$ cat src/rtl/capture_compare_pkg.sv
// Purpose: Shared constants for the capture/compare mode control block.
// Assumes: APB register map with one aligned 32-bit word per register.
// Notes:   Offsets are byte addresses; field positions index the mode, status and mask registers.
package capture_compare_pkg;

    // Register byte offsets.
    localparam logic [7:0] MODE_OFFSET    = 8'h00;
    localparam logic [7:0] CMP_OFFSET     = 8'h04;
    localparam logic [7:0] STATUS_OFFSET  = 8'h08;
    localparam logic [7:0] MASK_OFFSET    = 8'h0C;

    // Mode register layout.
    localparam int unsigned MODE_W        = 8;
    localparam int unsigned WIDE_BIT      = 7;
    localparam int unsigned FALL_CAP_BIT  = 4;
    localparam int unsigned MATCH_BIT     = 3;
    localparam int unsigned TOGGLE_BIT    = 2;
    localparam int unsigned PWM_BIT       = 1;
    localparam int unsigned IRQ_EN_BIT    = 0;
    localparam logic [7:0]  MODE_USED     = 8'h9F;

    // Status and mask layout.
    localparam int unsigned FLAG_BIT      = 0;

    // Reset values.
    localparam logic [7:0]  MODE_RESET    = 8'h00;
    localparam logic [15:0] CMP_RESET     = 16'h0000;
    localparam logic        PIN_RESET     = 1'b0;

    // Widths of the narrow pulse-width form, of the full counter and of the APB address and data.
    localparam int unsigned NARROW_W      = 8;
    localparam int unsigned CNT_W_DEFAULT = 16;
    localparam int unsigned ADDR_W        = 8;
    localparam int unsigned DATA_W        = 32;

    // Output pin operating modes, decoded from the mode bits.
    typedef enum logic [1:0] {
        OUT_IDLE,
        OUT_TOGGLE,
        OUT_PWM,
        OUT_FREQ
    } out_mode_t;

endpackage

$ cat src/rtl/capture_compare_mode_control.sv
// Purpose: One capture/compare module of a counter array, with its mode bits,
//          compare value, flag and pin logic, reached over APB.
// Assumes: The shared counter lives outside; COUNT_TICK_I pulses in the cycle
//          in which COUNT_I holds a new value. The pin input is synchronous.
// Notes:   Zero wait state APB slave; read data is latched in the setup cycle.
`timescale 1ns/100ps

// Summary of operation
// Falling pin edges capture only while the falling-capture enable bit is set.
// With match enabled, counter equal to compare value sets the flag.
// With toggle enabled, each counter match inverts the module output pin.
// Toggle and pulse-width enables together select frequency output mode.
// Pulse-width enable drives a modulated waveform; cleared, no waveform except the toggle on each match when toggle is enabled.
// Wide-pulse select picks a 16-bit form, otherwise the 8-bit form.
// Flag interrupt enable cleared means no interrupt request from the flag.
// Flag interrupt enable set raises a request whenever the flag is set.
// A capture copies the counter value and sets the flag in one cycle.
module capture_compare_mode_control #(
    parameter int unsigned CNT_W = capture_compare_pkg::CNT_W_DEFAULT
) (
    // Clock and reset.
    input  wire logic                                     CLK_I,
    input  wire logic                                     RSTN_I,
    // APB slave.
    input  wire logic                                     PSEL_I,
    input  wire logic                                     PENABLE_I,
    input  wire logic                                     PWRITE_I,
    input  wire logic [capture_compare_pkg::ADDR_W-1:0]   PADDR_I,
    input  wire logic [capture_compare_pkg::DATA_W-1:0]   PWDATA_I,
    input  wire logic [3:0]                               PSTRB_I,
    output logic      [capture_compare_pkg::DATA_W-1:0]   PRDATA_O,
    output logic                                          PREADY_O,
    output logic                                          PSLVERR_O,
    // Shared counter.
    input  wire logic [CNT_W-1:0]                         COUNT_I,
    input  wire logic                                     COUNT_TICK_I,
    // Module pin, split into input, output and output enable.
    input  wire logic                                     PIN_I,
    output logic                                          PIN_O,
    output logic                                          PIN_OE_O,
    // Interrupt request.
    output logic                                          IRQ_O
);

    localparam int unsigned NW = capture_compare_pkg::NARROW_W;

    // The narrow form and frequency mode split the compare value in two bytes,
    // and the read path zero-extends it into one bus word, so both bounds matter.
    // Refusing the width at elaboration beats a silently truncated compare value.
    if (CNT_W < 2 * NW || CNT_W > capture_compare_pkg::DATA_W) begin : g_width_check
        $error("CNT_W must lie between twice the narrow width and the data width");
    end

    logic [7:0]       mode_reg;
    logic [CNT_W-1:0] cmp_reg;
    logic             flag_reg;
    logic             pin_reg;
    logic             pin_q_reg;
    logic [31:0]      rdata_reg;
    logic             err_reg;
    logic [CNT_W-1:0] cmp_next;
    logic             pin_next;

    // Bus decode.
    wire setup_ph  = PSEL_I && !PENABLE_I;
    wire access_ph = PSEL_I && PENABLE_I;
    wire aligned   = (PADDR_I[1:0] == 2'b00);
    wire sel_mode  = aligned && (PADDR_I == capture_compare_pkg::MODE_OFFSET);
    wire sel_cmp   = aligned && (PADDR_I == capture_compare_pkg::CMP_OFFSET);
    wire sel_stat  = aligned && (PADDR_I == capture_compare_pkg::STATUS_OFFSET);
    wire sel_mask  = aligned && (PADDR_I == capture_compare_pkg::MASK_OFFSET);
    wire mapped    = sel_mode || sel_cmp || sel_stat || sel_mask;
    wire wr_acc    = access_ph && PWRITE_I;
    wire wr_mode   = wr_acc && sel_mode && PSTRB_I[0];
    wire wr_mask   = wr_acc && sel_mask && PSTRB_I[0];
    wire wr_cmp_lo = wr_acc && sel_cmp && PSTRB_I[0];
    wire wr_cmp_hi = wr_acc && sel_cmp && PSTRB_I[1];
    wire wr_clear  = wr_acc && sel_stat && PSTRB_I[0]
                     && PWDATA_I[capture_compare_pkg::FLAG_BIT];

    // Mode bit fields.
    wire wide_sel  = mode_reg[capture_compare_pkg::WIDE_BIT];
    wire cap_en    = mode_reg[capture_compare_pkg::FALL_CAP_BIT];
    wire match_en  = mode_reg[capture_compare_pkg::MATCH_BIT];
    wire toggle_en = mode_reg[capture_compare_pkg::TOGGLE_BIT];
    wire pwm_en    = mode_reg[capture_compare_pkg::PWM_BIT];
    wire irq_en    = mode_reg[capture_compare_pkg::IRQ_EN_BIT];

    // Operating mode of the pin; both enables together mean frequency output.
    capture_compare_pkg::out_mode_t out_mode;
    assign out_mode = (toggle_en && pwm_en) ? capture_compare_pkg::OUT_FREQ   :
                      pwm_en                ? capture_compare_pkg::OUT_PWM    :
                      toggle_en             ? capture_compare_pkg::OUT_TOGGLE :
                                              capture_compare_pkg::OUT_IDLE;

    // Events from the counter and from the pin.
    wire fall_edge = pin_q_reg && !PIN_I;
    wire capture   = cap_en && fall_edge;
    wire full_hit  = COUNT_TICK_I && (COUNT_I == cmp_reg);
    wire low_hit   = COUNT_TICK_I && (COUNT_I[NW-1:0] == cmp_reg[NW-1:0]);
    wire flag_set  = capture || (match_en && full_hit);

    // Pulse-width comparisons: output high while the counter is below compare.
    wire pwm_narrow = (COUNT_I[NW-1:0] < cmp_reg[NW-1:0]);
    wire pwm_wide   = (COUNT_I < cmp_reg);

    // Next compare value: capture wins over a software write in the same cycle,
    // since losing a hardware timestamp cannot be repaired afterwards.
    always_comb begin
        cmp_next = cmp_reg;
        if (wr_cmp_lo) begin
            cmp_next[NW-1:0] = PWDATA_I[NW-1:0];
        end
        if (wr_cmp_hi) begin
            cmp_next[CNT_W-1:NW] = PWDATA_I[CNT_W-1:NW];
        end
        if (capture) begin
            cmp_next = COUNT_I;
        end else if (out_mode == capture_compare_pkg::OUT_FREQ && low_hit) begin
            // The high byte sets the half period of the square wave.
            cmp_next[NW-1:0] = cmp_reg[NW-1:0] + cmp_reg[2*NW-1:NW];
        end
    end

    // Next pin level for each operating mode.
    always_comb begin
        pin_next = pin_reg;
        unique case (out_mode)
            capture_compare_pkg::OUT_TOGGLE: begin
                if (full_hit) begin
                    pin_next = !pin_reg;
                end
            end
            capture_compare_pkg::OUT_PWM: begin
                pin_next = wide_sel ? pwm_wide : pwm_narrow;
            end
            capture_compare_pkg::OUT_FREQ: begin
                if (low_hit) begin
                    pin_next = !pin_reg;
                end
            end
            capture_compare_pkg::OUT_IDLE: begin
                pin_next = pin_reg;
            end
        endcase
    end

    // Mode register; the mask register aliases the interrupt enable bit.
    always_ff @(posedge CLK_I) begin
        if (!RSTN_I) begin
            mode_reg <= capture_compare_pkg::MODE_RESET;
        end else if (wr_mode) begin
            mode_reg <= PWDATA_I[7:0] & capture_compare_pkg::MODE_USED;
        end else if (wr_mask) begin
            mode_reg[capture_compare_pkg::IRQ_EN_BIT] <=
                PWDATA_I[capture_compare_pkg::FLAG_BIT];
        end
    end

    // Compare value, pin level and pin history.
    always_ff @(posedge CLK_I) begin
        if (!RSTN_I) begin
            cmp_reg   <= CNT_W'(capture_compare_pkg::CMP_RESET);
            pin_reg   <= capture_compare_pkg::PIN_RESET;
            pin_q_reg <= 1'b1;
        end else begin
            cmp_reg   <= cmp_next;
            pin_reg   <= pin_next;
            pin_q_reg <= PIN_I;
        end
    end

    // Sticky flag: a set in the clearing cycle wins over the clear.
    // A clear thus never hides an event that software has not yet seen.
    always_ff @(posedge CLK_I) begin
        if (!RSTN_I) begin
            flag_reg <= 1'b0;
        end else if (flag_set) begin
            flag_reg <= 1'b1;
        end else if (wr_clear) begin
            flag_reg <= 1'b0;
        end
    end

    // Read data and error are latched in the setup cycle for zero wait states.
    // A read racing a flag set returns the setup-cycle value; the next read shows it.
    wire [31:0] rd_mux =
        sel_mode ? {24'h000000, mode_reg} :
        sel_cmp  ? {{(32 - CNT_W){1'b0}}, cmp_reg} :
        sel_stat ? {31'h00000000, flag_reg} :
        sel_mask ? {31'h00000000, irq_en} : 32'h00000000;

    always_ff @(posedge CLK_I) begin
        if (!RSTN_I) begin
            rdata_reg <= 32'h00000000;
            err_reg   <= 1'b0;
        end else if (setup_ph) begin
            rdata_reg <= PWRITE_I ? 32'h00000000 : rd_mux;
            err_reg   <= !mapped;
        end
    end

    // Outputs.
    assign PRDATA_O  = rdata_reg;
    assign PREADY_O  = access_ph;
    assign PSLVERR_O = access_ph && err_reg;
    assign PIN_O     = pin_reg;
    assign PIN_OE_O  = (out_mode != capture_compare_pkg::OUT_IDLE);
    assign IRQ_O     = flag_reg && irq_en;
endmodule // capture_compare_mode_control

$ cat config.mk
export PLATFORM = sky130hd
export DESIGN_NAME = capture_compare_mode_control
export DESIGN_NICKNAME = d
export VERILOG_FILES = /design/src/rtl/capture_compare_pkg.sv /design/src/rtl/capture_compare_mode_control.sv
export SDC_FILE = /design/constraint.sdc
export NUM_CORES = 1
export LEC_CHECK = 0
export ABC_AREA = 1
export BUFFER_PORTS_ARGS = -buffer_cell sky130_fd_sc_hd__buf_4
export CAP_MARGIN = 20
export CORE_MARGIN = 1
export CORE_UTILIZATION = 35
export CTS_BUF_LIST = sky130_fd_sc_hd__clkbuf_16
export CTS_CLUSTER_SIZE = 25
export DETAILED_ROUTE_END_ITERATION = 10
export PLACE_DENSITY = 0.7
export RECOVER_POWER = 50
export SLEW_MARGIN = 0
export SYNTH_ARGS = -nofsm -noshare
export SYNTH_HDL_FRONTEND = slang
export SYNTH_SLANG_ARGS = --single-unit
$ cat constraint.sdc
create_clock -name CLK_I -period 5 [get_ports CLK_I]
set_input_delay 0.5 -clock CLK_I [delete_from_list [all_inputs] [get_ports CLK_I]]
set_output_delay 0.5 -clock CLK_I [all_outputs]
set_load 0.01 [all_outputs]
==> impl_metrics.py, run 1 <==
metrics = {
    "run_status": {
        "status": "finished, final reports clean",
    },
    "die": {
        "ios": 104,
        "coreArea_sq_um": 8380,
        "chipHeight_um": 95.9,
        "start_util": 0.368,
        "die_area_sq_um": 9190,
        "rows": 33,
        "die_x_um": 95.9,
    },
    "synthesis": {
        "synth_area_sq_um": 3080,
        "synth_flop_cell": "dfxtp_1",
        "synth_seq_area_share": 0.273,
        "synth_edf_count": 0,
        "synth_cell_types": 34,
        "ys_ff_latch": 42,
        "synth_cells": 484,
        "ys_async_sr_fraction": 0,
        "avgSynthCellArea_sq_um": 6.37,
        "yosys_warnings": 0,
    },
    "placed_design": {
        "place.gp.congestion": 0.882,
        "portBuffers": 69,
        "hpwl_mm": 6.39,
    },
    "drt": {
        "wl_per_cell_um": 12.7,
        "viasPerCell": 4.91,
        "first_iter_violations": 133,
        "ant_nets": 0,
        "drc_errors": 0,
        "drt_pass1_iterations": 5,
        "vias": 3208,
        "routed_wirelength_mm": 8.33,
    },
    "clocking": {
        "root_buffer": "clkbuf_16",
        "cts_hold_buf": 0,
        "cts_tree": "yes",
        "htree_levels": 2,
        "clk_latency_ps": 290,
        "cts_setup_buffers": 0,
        "postCtsResizedCells": 0,
        "cts_num_sinks": 42,
        "cts.path.max_buffers": 2,
        "clk_pin_slew_ps": 70,
        "cts_buffers": 5,
    },
    "worst_setup_path": {
        "r2r-end": "cmp_reg[6]",
        "critPathLaunchType": "flop",
        "crit_path_end_kind": "flop",
        "crit_chain": "inv_1 > ha_1 > nand2_1 > nor2_1 > nand4_2 > nand3_1 > inv_1 > nor2_1 > nand2_1 > a21oi_1",
        "path_class": "reg2reg",
        "critPathMaxFanout": 11,
        "cp.arrival_ps": 2750,
        "critPathBufInv": 2,
        "reg2reg_from": "cmp_reg[7]",
        "cpPeakStageDelay_ps": 450,
        "slowest_stage": "nand3_1",
        "r2r_setup_slack_ps": 2460,
        "worstPathRequired_ps": 5210,
        "reg2reg_depth": 10,
        "crit_family": "simple AND/OR/NAND/NOR gates",
    },
    "timing": {
        "rsz0062_at_grt": "false",
        "worst_pin_slew_ps": 1060,
        "post-route-min-period_ps": 2540,
        "finalSetupTns_ps": 0,
        "slew-limit-headroom": 0.293,
        "max_freq_ghz": 0.393,
        "report.final.hold_viol_count": 0,
        "hold_slack_ps": 408,
        "setup_viol": 0,
        "finalMaxSlewViolations": 0,
        "fin_crit_sh": 0.509,
        "skew_ps": 6.25,
    },
    "min_path": {
        "hold_path_end": "pin_q_reg",
        "min_path_type": "in2reg",
        "min_from": "PIN_I",
        "hold-path-cell-count": 3,
    },
    "finish": {
        "layout-drive-gt1-share": 0.128,
        "n_antenna_cell": 0,
        "syn2layout_area_growth_pct": 18.5,
        "fillCellCount": 912,
        "final_common_cell": "nand2_1",
        "final_net_count": 638,
        "mostFrequentLayoutCells": "146 x nand2_1, 62 x inv_1, 47 x buf_4",
    },
    "run": {
        "maxCapViolations": 0,
    },
    "global_route": {
        "grt_pass1_wl_mm": 13.6,
        "grt_pass1_vias": 3055,
        "gr-usage-all-layers": 0.193,
        "grt_max_degree": 37,
        "grt-ovfl-total": 0,
        "grt_antenna_before_repair": 0,
    },
    "power": {
        "p_per_area_nw_per_um2": 204,
        "p_total_mw": 0.744,
        "power_leakage_nw": 1.82,
        "max-vdd-ir-drop_mv": 0.163,
    },
}
==> how the worst max path moves through the flow <==
stage,from,to,cells past startpoint
2_1_floorplan,COUNT_I[7],cmp_reg[0],9
3_3_place_gp,COUNT_I[7],cmp_reg[6],10
3_5_place_dp,COUNT_I[7],cmp_reg[6],10
4_1_cts,cmp_reg[7],cmp_reg[6],10
5_1_grt,cmp_reg[7],cmp_reg[6],10
6_report,cmp_reg[7],cmp_reg[6],10
==> power breakdown <==
part | internal [mW] | leakage (nW) | switching [mW]
clock network | 0.183 | 0.0750 | 0.136
registers | 0.336 | 0.339 | 0.000470
logic | 0.0396 | 1.41 | 0.0491
total | 0.558 | 1.82 | 0.186
==> logic make-up (layout without fill, tap and decap cells) <==
group / count (synthesis) / count (layout) / share of synthesized area
buf+inv: 94 / 143 / 0.138
flops: 42 / 42 / 0.273
fa+ha+maj: 24 / 24 / 0.0998
xor+xnor: 3 / 3 / 0.00852
simple gates: 248 / 248 / 0.358
compound gates: 72 / 72 / 0.122
other cells: 1 / 16 / 0.00122
==> metrics by stage <==
stage | std cells | setup slack, ps | area [sq um] | utilization
after global placement | 645 | 2520 | 3610 | 0.431
after detailed placement | 645 | 2460 | 3610 | 0.431
final | 653 | 2460 | 3650 | 0.436
after floorplan | 499 | 3180 | 3140 | -
after CTS | 653 | 2600 | 3760 | 0.448
after global routing | 653 | 2230 | 3650 | 0.436
==> cell type report <==
type	instances	area [sq um]	share of cell area
multi-input combinational	363	1850	0.507
tap	105	131	0.0359
clock inverter	3	17.5	0.00479
sequential	42	841	0.230
timing repair buffer	70	443	0.121
clock buffer	5	125	0.0342
inverter	65	244	0.0668
==> tightest hold or removal path: stages <==
cell and delay (ps):
buf_4 80, inv_1 40, nand2_1 40
==> layer usage <==
| layer | share of wire | GRT usage | routed length (um) |
|---|---|---|---|
| met2 | 0.47 | 0.339 | 3930 |
| met3 | 0.077 | 0.0427 | 644 |
| met4 | 0.031 | 0.0846 | 261 |
| met5 | 0 | 0 | 0 |
| met1 | 0.42 | 0.224 | 3490 |
==> cell usage after synthesis (4+ instances only) <==
library cell  instances  area [sq um]
buf_4                16           120
a21oi_1              46           230
ha_1                 23           288
clkbuf_1              6          22.5
nand2_1             146           548
buf_2                 5          25.0
inv_1                61           229
dfxtp_1              42           841
nand3_1              40           200
nor2_1               37           139
o21ai_0              20           100
inv_2                 4          15.0
nand4_1               6          37.5
Power figures use the tool's default switching activity.
==> run 2, diff against run 1 <==
PLACE_DENSITY = 0.72   (was 0.7)
clock period = 2.3 ns   (was 5 ns; I/O delays follow)
==> impl_metrics.py, run 2 (synthesis results as in run 1) <==
metrics = {
    "timing": {
        "post-route-min-period_ps": 2000,
        "fin_crit_sh": 0.872,
        "setup_viol": 0,
        "hold_slack_ps": 145,
        "finalSetupTns_ps": 0,
        "max_freq_ghz": 0.499,
        "slew-limit-headroom": 0.327,
        "worst_slack_ps": 296,
        "rsz0062_at_grt": "false",
        "finalMaxSlewViolations": 0,
        "skew_ps": 6.13,
        "worst_pin_slew_ps": 1010,
        "report.final.hold_viol_count": 0,
    },
    "placed_design": {
        "portBuffers": 69,
        "hpwl_mm": 6.53,
        "dpl_cell_area_sq_um": 3660,
        "dp_worst_setup_slack_ps": 435,
        "place.gp.congestion": 0.944,
    },
    "global_route": {
        "grt_max_degree": 29,
        "grt_antenna_before_repair": 0,
        "gr-usage-all-layers": 0.188,
        "grt_pass1_vias": 2954,
        "grt-ovfl-total": 0,
        "grt_pass1_wl_mm": 13.3,
    },
    "drt": {
        "wl_per_cell_um": 12.5,
        "routed_wirelength_mm": 8.26,
        "ant_nets": 0,
        "drt_pass1_iterations": 4,
        "drc_errors": 0,
        "vias": 3243,
        "first_iter_violations": 207,
        "viasPerCell": 4.92,
    },
    "clocking": {
        "root_buffer": "clkbuf_16",
        "htree_levels": 2,
        "clk_latency_ps": 280,
        "cts_buffers": 5,
        "postCtsResizedCells": 0,
        "cts_hold_buf": 0,
        "cts_num_sinks": 42,
        "cts.path.max_buffers": 2,
        "cts_tree": "yes",
        "clk_pin_slew_ps": 60,
        "cts_setup_buffers": 0,
    },
    "worst_setup_path": {
        "critPathMaxFanout": 5,
        "critPathLaunchType": "flop",
        "cpMostUsedCell": "nand2_1",
        "crit_path_end_kind": "flop",
        "crit_chain": "inv_1 > ha_1 > nand2_1 > nor2_2 > nand4_1 > nor2_1 > nand3_1 > nand2_1 > nand2_1 > a21oi_1",
        "cpPeakStageDelay_ps": 400,
        "cp.arrival_ps": 2200,
        "reg2reg_from": "cmp_reg[7]",
        "slowest_stage": "dfxtp_1",
        "startpoint": "cmp_reg[7]",
        "worstPathRequired_ps": 2500,
        "path_class": "reg2reg",
        "crit_family": "simple AND/OR/NAND/NOR gates",
        "critPathBufInv": 1,
    },
    "die": {
        "coreArea_sq_um": 8380,
        "start_util": 0.368,
        "ios": 104,
        "die_area_sq_um": 9190,
        "die_x_um": 95.9,
        "rows": 33,
        "chipHeight_um": 95.9,
    },
    "min_path": {
        "min_from": "PIN_I",
        "min_path_type": "in2reg",
    },
    "finish": {
        "final_net_count": 644,
        "n_antenna_cell": 0,
        "final_common_cell": "nand2_1",
        "multi_input_area_sq_um": 1870,
        "syn2layout_area_growth_pct": 20.7,
        "layout-drive-gt1-share": 0.144,
        "mostFrequentLayoutCells": "146 x nand2_1, 62 x inv_1, 55 x buf_4",
        "design_area_sq_um": 3720,
        "fillCellCount": 873,
        "seq_area_sq_um": 841,
    },
    "power": {
        "max-vdd-ir-drop_mv": 0.309,
        "p_per_area_nw_per_um2": 435,
        "power_leakage_nw": 1.87,
    },
    "run": {
        "maxCapViolations": 0,
    },
    "run_status": {
        "status": "finished, final reports clean",
    },
}
[run 2: area by class of cell]
| type | instances | area share |
|---|---|---|
| well taps | 105 | 0.0353 |
| multi-input cells | 363 | 0.503 |
| flip-flops and latches | 42 | 0.226 |
| inverters | 65 | 0.0655 |
| clock inverters | 3 | 0.00471 |
| clock buffers | 5 | 0.0336 |
| repair buffers | 76 | 0.132 |
[run 2: routing by layer]
layer / share of wire / GRT usage
met5: 0 / 0
met1: 0.44 / 0.227
met3: 0.054 / 0.0316
met4: 0.020 / 0.0659
met2: 0.48 / 0.333
[run 2: path summary, 6_finish.rpt]
path	slack (ps)	cells past startpoint	end
max	300	10	cmp_reg[7]
min	150	3	pin_q_reg
max reg2reg	300	10	cmp_reg[7]
min reg2reg	470	2	PRDATA_O[2]
[run 2: power by group]
part           switching (mW)  internal (mW)  total, mW
Clock                   0.291          0.398      0.689
Combinational           0.109         0.0889      0.198
Sequential            0.00111          0.729      0.731
[run 2: tightest hold or removal path, stage by stage]
cell,delay (ps)
buf_4,80
inv_1,40
nand2_1,40
[run 2: through the flow]
step            util  power, mW  cells
2_1_floorplan      -      0.866    499
3_3_place_gp   0.436      0.943    651
3_5_place_dp   0.436      0.946    651
4_1_cts        0.454       1.63    659
5_1_grt        0.444       1.69    659
6_report       0.444       1.62    659
